[src/core/adsc_consts.svh]
`ifndef ADSC_CONSTS_SVH
`define ADSC_CONSTS_SVH
// control register field positions
`define ADSC_CTL_ENABLE_BIT    15
`define ADSC_CTL_DONE_BIT      12
`define ADSC_CTL_TIMING_BIT    11
`define ADSC_CTL_IRQEN_BIT     10
`define ADSC_CTL_START_HI      9
`define ADSC_CTL_START_LO      8
`define ADSC_CTL_DIV_HI        7
`define ADSC_CTL_DIV_LO        5
`define ADSC_CTL_QUAD_BIT      4
`define ADSC_CTL_SCAN_BIT      3
`define ADSC_CTL_CHAN_HI       1
`define ADSC_CTL_CHAN_LO       0
// reset value of the control register
`define ADSC_CTL_RESET         16'h0000
// divider step: converter clock is core clock / (step * (code + 1))
`define ADSC_DIV_STEP          7'h08
// converter clock cycles for one conversion (auto-zero plus sampling)
`define ADSC_AZ_CYCLES         4'h1
`define ADSC_CONV_CYCLES       4'ha
// completed conversions before the done flag when timing bit is set
`define ADSC_LATE_IRQ_COUNT    3'h4
`endif

[src/core/adsc_pkg.sv]
package adsc_pkg;
  typedef enum logic [2:0] {
    ADSC_IDLE = 3'b001,
    ADSC_ZERO = 3'b010,
    ADSC_CONV = 3'b100
  } adsc_state_t;
  typedef enum logic [1:0] {
    ADSC_SRC_WRITE  = 2'h0,
    ADSC_SRC_EXT1   = 2'h1,
    ADSC_SRC_TIMER2 = 2'h2,
    ADSC_SRC_TIMER0 = 2'h3
  } adsc_src_t;
endpackage

[src/core/adsc_clk_div.sv]
`timescale 1ns/10ps
`include "adsc_consts.svh"
// converter clock enable from the core clock
module adsc_clk_div
  import adsc_pkg::*;
(
  input  wire logic       core_clk_in,
  input  wire logic       resetn_in,
  input  wire logic       restart_in,
  input  wire logic [2:0] divide_sel_in,
  output logic            tick_out
);
  import adsc_pkg::*;

  logic [9:0] count_q;
  logic [9:0] limit;

  // divide by 8 * (code + 1)
  assign limit = 10'(`ADSC_DIV_STEP * ({7'h00, divide_sel_in} + 10'h001))
               - 10'h001;

  // -------------------------------------------------------
  // divider counter
  // -------------------------------------------------------
  always_ff @(posedge core_clk_in or negedge resetn_in)
  begin
    if (!resetn_in)
    begin
      count_q  <= 10'h000;
      tick_out <= 1'b0;
    end
    else if (restart_in)
    begin
      count_q  <= 10'h000;
      tick_out <= 1'b0;
    end
    else if (count_q >= limit)
    begin
      count_q  <= 10'h000;
      tick_out <= 1'b1;
    end
    else
    begin
      count_q  <= count_q + 10'h001;
      tick_out <= 1'b0;
    end
  end
endmodule // adsc_clk_div

[src/core/adsc_control.sv]
`timescale 1ns/10ps
`include "adsc_consts.svh"
module adsc_control
  import adsc_pkg::*;
(
  input  wire logic        core_clk_in,
  input  wire logic        resetn_in,
  // control register port
  input  wire logic        ctl_wr_in,
  input  wire logic [15:0] ctl_wdata_in,
  output logic      [15:0] ctl_rdata_out,
  input  wire logic [1:0]  result_sel_in,
  output logic      [7:0]  result_rdata_out,
  // start sources, same-clock pulses
  input  wire logic        ext_irq_1_in,
  input  wire logic        timer_2_in,
  input  wire logic        timer_0_in,
  // analogue converter
  output logic             conv_autozero_out,
  output logic             conv_sample_out,
  output logic      [1:0]  conv_channel_out,
  input  wire logic [7:0]  conv_data_in,
  output logic             irq_out
);
  import adsc_pkg::*;

  logic [15:0]     ctl_q;
  logic            done_q;
  adsc_state_t     state_q;
  logic [1:0]      chan_q;
  logic [1:0]      step_q;
  logic [3:0]      cyc_q;
  logic [2:0]      done_cnt_q;
  logic [7:0]      result_q [4];
  logic            enable;
  logic            trigger;
  logic            tick;
  logic            conv_end;
  logic            quad;
  logic            scan;
  logic            last;
  logic [1:0]      dest;
  adsc_src_t       src;

  assign enable = ctl_q[`ADSC_CTL_ENABLE_BIT];
  assign quad   = ctl_q[`ADSC_CTL_QUAD_BIT];
  assign scan   = ctl_q[`ADSC_CTL_SCAN_BIT];
  assign src    = adsc_src_t'(ctl_q[`ADSC_CTL_START_HI:`ADSC_CTL_START_LO]);

  // -------------------------------------------------------
  // start trigger selection
  // -------------------------------------------------------
  always_comb
  begin
    unique case (src)
      ADSC_SRC_WRITE:  trigger = ctl_wr_in
                                 & ctl_wdata_in[`ADSC_CTL_ENABLE_BIT];
      ADSC_SRC_EXT1:   trigger = ext_irq_1_in;
      ADSC_SRC_TIMER2: trigger = timer_2_in;
      ADSC_SRC_TIMER0: trigger = timer_0_in;
    endcase
    if (!enable && !(ctl_wr_in && src == ADSC_SRC_WRITE))
      trigger = 1'b0;
  end

  // -------------------------------------------------------
  // converter clock enable
  // -------------------------------------------------------
  adsc_clk_div u_div (
    .core_clk_in   (core_clk_in),
    .resetn_in     (resetn_in),
    .restart_in    (trigger),
    .divide_sel_in (ctl_q[`ADSC_CTL_DIV_HI:`ADSC_CTL_DIV_LO]),
    .tick_out      (tick)
  );

  assign conv_end = (state_q == ADSC_CONV) && tick
                    && (cyc_q == `ADSC_CONV_CYCLES - 4'h1);
  // sequence ends after one, or four conversions; never in continuous
  assign last = (quad && scan) ? 1'b0 :
                (!quad && scan) ? 1'b1 : (step_q == 2'h3);
  assign dest = (!quad && !scan) ? step_q : chan_q;

  // -------------------------------------------------------
  // control register
  // -------------------------------------------------------
  always_ff @(posedge core_clk_in or negedge resetn_in)
  begin
    if (!resetn_in)
      ctl_q <= `ADSC_CTL_RESET;
    else if (ctl_wr_in && enable)
      ctl_q <= ctl_wdata_in & 16'h8fff;
    else if (ctl_wr_in)
      ctl_q[`ADSC_CTL_ENABLE_BIT] <= ctl_wdata_in[`ADSC_CTL_ENABLE_BIT];
  end

  // -------------------------------------------------------
  // conversion sequencer
  // -------------------------------------------------------
  always_ff @(posedge core_clk_in or negedge resetn_in)
  begin
    if (!resetn_in)
    begin
      state_q <= ADSC_IDLE;
      chan_q  <= 2'h0;
      step_q  <= 2'h0;
      cyc_q   <= 4'h0;
    end
    else if (ctl_wr_in && !ctl_wdata_in[`ADSC_CTL_ENABLE_BIT])
    begin
      state_q <= ADSC_IDLE;
      cyc_q   <= 4'h0;
    end
    else if (trigger)
    begin
      // abort any running conversion and restart
      state_q <= ADSC_ZERO;
      chan_q  <= ctl_wr_in ?
                 ctl_wdata_in[`ADSC_CTL_CHAN_HI:`ADSC_CTL_CHAN_LO] :
                 ctl_q[`ADSC_CTL_CHAN_HI:`ADSC_CTL_CHAN_LO];
      step_q  <= 2'h0;
      cyc_q   <= 4'h0;
    end
    else if (tick)
    begin
      unique case (state_q)
        ADSC_IDLE: cyc_q <= 4'h0;
        ADSC_ZERO:
        begin
          if (cyc_q == `ADSC_AZ_CYCLES - 4'h1)
          begin
            state_q <= ADSC_CONV;
            cyc_q   <= 4'h0;
          end
          else
            cyc_q <= cyc_q + 4'h1;
        end
        ADSC_CONV:
        begin
          if (conv_end)
          begin
            cyc_q   <= 4'h0;
            step_q  <= step_q + 2'h1;
            state_q <= last ? ADSC_IDLE : ADSC_ZERO;
            if (quad)
              chan_q <= chan_q + 2'h1;
          end
          else
            cyc_q <= cyc_q + 4'h1;
        end
        default: state_q <= ADSC_IDLE;
      endcase
    end
  end

  // -------------------------------------------------------
  // result registers
  // -------------------------------------------------------
  always_ff @(posedge core_clk_in or negedge resetn_in)
  begin
    if (!resetn_in)
    begin
      for (int i = 0; i < 4; i++)
        result_q[i] <= 8'h00;
    end
    else if (conv_end && !trigger)
      result_q[dest] <= conv_data_in;
  end

  // -------------------------------------------------------
  // done flag and interrupt
  // -------------------------------------------------------
  always_ff @(posedge core_clk_in or negedge resetn_in)
  begin
    if (!resetn_in)
    begin
      done_q     <= 1'b0;
      done_cnt_q <= 3'h0;
    end
    else if (conv_end && !trigger && ctl_q[`ADSC_CTL_IRQEN_BIT])
    begin
      // a completion in the write cycle still sets the flag
      if (!ctl_q[`ADSC_CTL_TIMING_BIT]
          || done_cnt_q == `ADSC_LATE_IRQ_COUNT - 3'h1)
      begin
        done_q     <= 1'b1;
        done_cnt_q <= 3'h0;
      end
      else
      begin
        done_cnt_q <= done_cnt_q + 3'h1;
        if (ctl_wr_in)
          done_q <= 1'b0;
      end
    end
    else if (ctl_wr_in)
    begin
      done_q     <= 1'b0;
      done_cnt_q <= 3'h0;
    end
  end

  // -------------------------------------------------------
  // outputs
  // -------------------------------------------------------
  always_comb
  begin
    ctl_rdata_out = ctl_q;
    ctl_rdata_out[`ADSC_CTL_DONE_BIT] = done_q;
    result_rdata_out = enable ? result_q[result_sel_in] : 8'h00;
  end

  assign irq_out           = done_q;
  assign conv_autozero_out = (state_q == ADSC_ZERO);
  assign conv_sample_out   = (state_q == ADSC_CONV);
  assign conv_channel_out  = chan_q;
endmodule // adsc_control

[config.mk]
export PLATFORM = sky130hd
export DESIGN_NAME = adsc_control
export DESIGN_NICKNAME = d
export VERILOG_FILES = /design/src/core/adsc_pkg.sv /design/src/core/adsc_clk_div.sv /design/src/core/adsc_control.sv
export VERILOG_INCLUDE_DIRS = /design/src /design/src/core
export SDC_FILE = /design/constraint.sdc
export NUM_CORES = 1
export LEC_CHECK = 0
export ABC_AREA = 0
export BUFFER_PORTS_ARGS = -buffer_cell sky130_fd_sc_hd__buf_4
export CORE_ASPECT_RATIO = 0.6
export CORE_MARGIN = 2
export CORE_UTILIZATION = 50
export DETAILED_ROUTE_END_ITERATION = 7
export GPL_TIMING_DRIVEN = 0
export PLACE_DENSITY = 0.71
export SETUP_SLACK_MARGIN = 0.05
export SLEW_MARGIN = 20
export SYNTH_ARGS = -nofsm -noshare
export SYNTH_HDL_FRONTEND = slang
export SYNTH_HIERARCHICAL = 1
export SYNTH_SLANG_ARGS = --single-unit
[constraint.sdc]
create_clock -name core_clk_in -period 2.4 [get_ports core_clk_in]
set_clock_uncertainty 0.05 [all_clocks]
set_input_delay 0.24 -clock core_clk_in [delete_from_list [all_inputs] [get_ports core_clk_in]]
set_output_delay 0.24 -clock core_clk_in [all_outputs]
set_load 0.02 [all_outputs]
==> results of run 1 <==
-- cells in the mapped netlist (3+ instances only) --
cell type	number	area (sq um)
mux4_2	8	180
nand3_1	7	35.0
a21oi_1	6	30.0
nand2b_1	7	43.8
mux2_2	47	529
nor2b_1	4	25.0
o22ai_1	3	18.8
dfrtp_1	70	1750
xor2_1	3	26.3
nor3_2	4	40.0
nor2_1	4	15.0
mux2i_1	7	70.1
and2_1	10	62.6
or3_1	5	31.3
o21ai_0	8	40.0
xnor2_1	4	35.0
clkbuf_1	6	22.5
o211ai_1	3	22.5
buf_4	3	22.5
ha_1	11	138
inv_1	8	30.0
nand4_1	5	31.3
nand2_1	10	37.5
-- metrics by stage --
| stage | utilization (%) | total power [uW] | cell area, sq um |
|---|---|---|---|
| after detailed placement | 60.4 | 2130 | 4140 |
| after floorplan | - | 1850 | 3630 |
| after CTS | 64.6 | 3390 | 4420 |
| after global placement | 60.4 | 2100 | 4140 |
| final | 65.0 | 3370 | 4450 |
| after global routing | 65.0 | 3540 | 4450 |
-- worst paths after layout --
kind / startpoint / end / slack (ps) / cells past startpoint
worst max-delay path: ctl_q[8] / result_q[21] / 120 / 5
worst min-delay path: resetn_in / ctl_q[7] / -20 / 1
worst max register to register: ctl_q[8] / result_q[21] / 120 / 5
worst min register to register: result_q[12] / result_q[12] / 450 / 1
max in group asynchronous: resetn_in / state_q[1] / 1740 / 1
min in group core_clk_in: ctl_wdata_in[9] / ctl_q[9] / 90 / 2
-- worst max-delay path, delay by kind of cell, from the launching register on --
family,cells,cell delay [ps]
flops,1,420
mux,2,670
simple gates,1,410
compound gates,1,200
buf+inv,1,410
-- layout by cell type, fill, tap and decap left out, drive strengths merged, types with 3 or more instances in the layout --
| cell | count |
|---|---|
| nand3 | 7 |
| and2 | 10 |
| or3 | 5 |
| clkbuf | 20 |
| nor2 | 4 |
| nor3 | 4 |
| mux4 | 8 |
| nand2 | 11 |
| xor2 | 3 |
| conb | 5 |
| nor4 | 3 |
| mux2i | 7 |
| o21ai | 8 |
| nor2b | 4 |
| mux2 | 48 |
| dfrtp | 70 |
| o22ai | 3 |
| nand2b | 7 |
| clkinv | 3 |
| nand4 | 7 |
| ha | 11 |
| buf | 60 |
| xnor2 | 4 |
| inv | 9 |
| o211ai | 3 |
| a21oi | 6 |
-- sequential cells by signal, indices dropped and copies added, names as in the netlist --
register,flops
result_q,32
cyc_q,4
step_q,2
state_q,3
u_div/tick_out,1
done_cnt_q,3
conv_channel_out,2
u_div/count_q,10
irq_out,1
ctl_q,13
-- report_power, final --
part	leakage (uW)	internal, uW	switching (uW)
logic	0.00103	314	387
registers	0.000929	1300	115
clock network	0.000143	784	474
-- final cells by class --
type,instances,share of cell area [%]
sequential,71,39.9
multi-input combinational,192,39.4
timing repair buffer,55,9.55
clock buffer,14,6.15
tap,87,2.44
buffer,11,1.38
inverter,10,0.871
clock inverter,2,0.309
-- cells by family after synthesis --
kind of cell / Yosys count / synth area share [%]
fa+ha+maj: 11 / 3.80
xor+xnor: 7 / 1.69
mux: 63 / 21.9
simple gates: 72 / 13.8
other cells: 2 / 0.208
compound gates: 34 / 6.71
flops: 71 / 49.2
buf+inv: 21 / 2.77
-- layer usage --
| metal | routed length, um | GRT usage, % | share of wire, % | vias to the layer above |
|---|---|---|---|---|
| met5 | 0 | 0 | 0 | - |
| met4 | 126 | 7.59 | 1.7 | 0 |
| met3 | 442 | 6.34 | 5.8 | 12 |
| li1 | - | - | - | 1170 |
| met2 | 3410 | 30.0 | 45 | 69 |
| met1 | 3590 | 31.2 | 47 | 1241 |
-- timing repair --
action	CTS	global route
buffers inserted	0	2
resized for setup	0	1
setup endpoints to repair	0	32
==> metrics.txt, run 1 <==
Power Density=roughly 760 nW/um^2; pre-CTS setup slack=about 86 ps; ANT nets after route=0; crit path launch type=flip-flop; CP Capture Type=flip-flop; Cells after DPL=424; routed len/inst=17.1 um; RSZ-0062 raised after global routing=true; Final Hold Vio Count=9; worst setup path class=flip-flop to flip-flop; max_cap viols=0; yosys warns=6; vias=2492; I/O pins=61; Post-Synthesis Cells=281; Die Ht=approximately 70 um; Area Overhead vs Synth=23.1%; Mapped Area=3620 sq um; initial antenna violation count=0; maximum clock frequency=~0.44 GHz; sequential share of the synthesized area=49.2%; Num Clock Sinks=71; number of fill cells=537; Worst VDD drop=~0.00045 V; Fin Hold WS=-21.2 ps; Post-CTS Hold Fix Bufs=0; drc violations=0; non-filler cells, final=between 400 and 500; CTS tree=built; clock-pin slew on the worst setup and hold paths=~60 ps; slew margin rel.=40.7%; total negative slack=0 ps; fin worst setup slack=120 ps; Worst-Margin Slew=roughly 890 ps; Nets=393; starting DRC count in detailed routing=169; Worst EP arrival=2450 ps; Initial Util=around 53%; first-pass GRT wire length=13000 um; post-synth cell types=56; layout cells sized above 1=42.3%; leakage power=0.00210 uW; vias in the first global route=2542; Largest stage delay, worst path=420 ps; register area=1780 sq um; Critical Path Fanout Max=10; first-pass detailed-route iteration total=4; final critical-path required period=about 2300 ps; overall global routing resource usage=21.3%; diodes inserted=0; Post-Route WL=approximately 7600 um; violated checks=negative hold slack; worst skew pair latency=330 ps; largest net degree at the start of global routing=72; crit path max-delay cell type=dfrtp_1; asr flop ratio synth=between 90% and 100%; Yosys reg bits=71; Placer Congestion=0.832; CTS HTree Levels=3; Worst Hold Class=input port to async pin; # setup viols final=0; status=finished with violations; site row count=23; number of port buffers=53; crit share post-route=a little over nine tenths; total CTS buffers=9; Longest Clk Path Bufs=2; Die ar.=between 7000 and 8000 sq um; prevailing post-synth register cell=dfrtp_1; multi-input logic area=1750 sq um; Synth Area per Inst=12.9 sq um; root buffer cell=clkbuf_16; grt ovf=0; crit-path cells=mux2i_1 > o211a_1 > clkbuf_1 > nand4_2 > mux2_2; Worst Path Required=roughly 2600 ps; fin. max-slew vios=0; CORE AREA=6850 sq um; EDFF count, synth=0; Chip Width=114 um; Via density=roughly 5.6; DP HPWL=5430 um
Note: power is estimated with default switching activity, not from simulation.
==> run 2: changes to the inputs <==
--- a/config.mk
+++ b/config.mk
@@ -7,7 +7,7 @@
 export NUM_CORES = 1
 export LEC_CHECK = 0
 export ABC_AREA = 0
-export BUFFER_PORTS_ARGS = -buffer_cell sky130_fd_sc_hd__buf_4
+export BUFFER_PORTS_ARGS = -buffer_cell sky130_fd_sc_hd__buf_2
 export CORE_ASPECT_RATIO = 0.6
 export CORE_MARGIN = 2
 export CORE_UTILIZATION = 50
==> run 2 against run 1 <==
Effect of this change:
- the flow now finishes without violations
- hold slack improved by 110 ps
- flip-flop and latch count stayed put
- global-route usage shrank 0.60 points
- sequential power is essentially flat
- critical path type unchanged
- largest cell class unchanged
- highest routed layer unchanged
==> metrics.txt, run 2 (same netlist as run 1, synthesis figures left out) <==
status=finished clean (was finished with violations); Chip Width=114 um (unchanged); multi-input logic area=1750 sq um (unchanged); Power Density=751 nW/um^2 (was 758 nW/um^2); overall global routing resource usage=20.7% (was 21.3%); register area=1780 sq um (unchanged); Net Sw Power=960 uW (was 977 uW); leakage power=0.00207 uW (was 0.00210 uW); grt ovf=0 (unchanged); Worst-Margin Slew=680 ps (was 889 ps); slew margin rel.=54.6% (was 40.7%); Area Overhead vs Synth=19.9% (was 23.1%); vias in the first global route=2402 (was 2542); maximum clock frequency=0.444 GHz (was 0.439 GHz); DP HPWL=5470 um (was 5430 um); commonest non-fill, non-tap cells in the layout=dfrtp_1 (70), buf_2 (53), mux2_2 (47) (was dfrtp_1 (70), buf_4 (57), mux2_2 (47)); crit path buf inv count=1 (unchanged); Largest regs=result_q: 32 flops, ctl_q: 13 flops, u_div/count_q: 10 flops (unchanged); vias=2433 (was 2492); Nets=395 (was 393); Num Clock Sinks=71 (unchanged); Logic pwr share=20.0% (was 20.8%); Internal=2290 uW (was 2400 uW); CTS tree=built (unchanged); drc violations=0 (unchanged); Finished Cell Area=4340 sq um (was 4450 sq um); Die Ht=69.9 um (unchanged); fin. max-slew vios=0 (unchanged); pre-CTS setup slack=43.4 ps (was 85.8 ps); Worst Path Required=2560 ps (was 2570 ps); RSZ-0062 raised after global routing=true (unchanged); non-filler cells, final=444 (was 442); Die ar.=7950 sq um (unchanged); Final Hold Vio Count=0 (was 9); max_cap viols=0 (unchanged); Clock Power Share=36.7% (was 37.3%); crit-path cells=mux2i_1 > o211a_1 > clkbuf_1 > nand4_2 > mux2_2 (unchanged); final critical-path required period=2250 ps (was 2280 ps); number of port buffers=53 (unchanged); Sw Ratio=29.5% (was 29.0%); starting DRC count in detailed routing=108 (was 169); number of fill cells=563 (was 537); Critical Path Fanout Max=10 (unchanged); total CTS buffers=9 (unchanged); root buffer cell=clkbuf_16 (unchanged); Worst VDD drop=0.000553 V (was 0.000453 V); diodes inserted=0 (unchanged); crit share post-route=93.9% (was 95.0%); Power, Total=3260 uW (was 3370 uW); Longest Clk Path Bufs=2 (unchanged); routed len/inst=16.8 um (was 17.1 um); site row count=23 (unchanged); initial antenna violation count=0 (unchanged); largest net degree at the start of global routing=38 (was 72); CTS HTree Levels=3 (unchanged); max reg flops=32 (unchanged); Worst EP arrival=2410 ps (was 2450 ps); first-pass detailed-route iteration total=4 (unchanged); # setup viols final=0 (unchanged); ANT nets after route=0 (unchanged); Placer Congestion=0.839 (was 0.832); layout cells sized above 1=42.0% (was 42.3%); Reg with most FFs=result_q (unchanged); clock-pin slew on the worst setup and hold paths=50 ps (was 60 ps); CORE AREA=6850 sq um (unchanged); worst skew pair latency=330 ps (about the same); Initial Util=52.8% (unchanged); sequential share of power=43.3% (was 41.9%); Post-Route WL=7460 um (was 7570 um); most common cell after layout, fill and taps aside=dfrtp_1 (unchanged); fin worst setup slack=147 ps (was 120 ps); Area after DPL=4030 sq um (was 4140 sq um); Worst Hold Class=input port to flip-flop (was input port to async pin); Top delay family on crit path=multiplexers (unchanged); crit path launch type=flip-flop (unchanged); I/O pins=61 (unchanged); first-pass GRT wire length=12500 um (was 13000 um); crit path max-delay cell type=nand4_2 (was dfrtp_1); Via density=5.48 (was 5.64); worst setup path class=flip-flop to flip-flop (unchanged); Largest stage delay, worst path=420 ps (about the same); CP Capture Type=flip-flop (unchanged); Cells after DPL=425 (was 424)
## run 2: cell types whose count changed in the layout (fill, tap and decap cells not counted)
cell           previous run  this run
buf_2                     1        53
dlygate4sd3_1             0         1
buf_12                    1         2
clkinv_2                  2         3
clkbuf_8                  3         1
clkbuf_1                  8         9
buf_4                    57         5
## run 2: area by class of cell
class	instances	area share, %
sequential	71	41.0
multi-input combinational	192	40.5
timing repair buffer	57	7.50
clock buffer	13	5.77
tap	87	2.51
buffer	11	1.41
inverter	10	0.895
clock inverter	3	0.433
## run 2: final timing paths
| kind | slack [ps] | cells past startpoint | startpoint | end |
|---|---|---|---|---|
| max | 150 | 5 | ctl_q[8] | result_q[31] |
| min | 90 | 2 | ctl_wdata_in[3] | ctl_q[3] |
| max reg2reg | 150 | 5 | ctl_q[8] | result_q[31] |
| min reg2reg | 450 | 1 | u_div/count_q[0] | u_div/count_q[0] |
| max in group asynchronous | 1330 | 3 | resetn_in | state_q[0] |
| min in group asynchronous | 350 | 2 | resetn_in | u_div/count_q[3] |
## run 2: worst register-to-register path, cell delays in order (launching register included)
cell,delay [ps]
dfrtp_1,400
mux2i_1,270
o211a_1,200
clkbuf_1,390
nand4_2,420
mux2_2,410
## run 2: metrics by stage
step                hold WS [ps]  utilization (%)  setup TNS (ps)
finish                      91.0             63.3               0
global placement             417             58.4               0
global route                81.4             63.3            -244
detailed placement           170             58.8               0
CTS                         83.7             62.9               0
floorplan                   -106                -               0
## run 2: metal layers
layer  up-vias  routed length [um]  track usage, %  part of all wire, %
li1       1172                   -               -                    -
met3         6                 344            6.42                  4.6
met1      1211                3610            30.0                   48
met5         -                   0               0                    0
met4         0                  66            5.15                 0.88
met2        44                3440            30.5                   46
## run 2: repair_timing
| item | 4_1_cts | 5_1_grt |
|---|---|---|
| pin swaps | 0 | 2 |
| hold buffers | 1 | 0 |
| setup buffers | 0 | 2 |
| resized for setup | 1 | 0 |
| setup endpoints to repair | 13 | 32 |
| hold endpoints to repair | 34 | 0 |
## run 2: power by group through the flow
stage	Sequential, uW	Clock, uW	Combinational [uW]
detailed placement	1430	0	643
global route	1430	1290	713
global placement	1420	0	630
CTS	1410	1220	652
floorplan	1470	0	377
finish	1410	1190	650
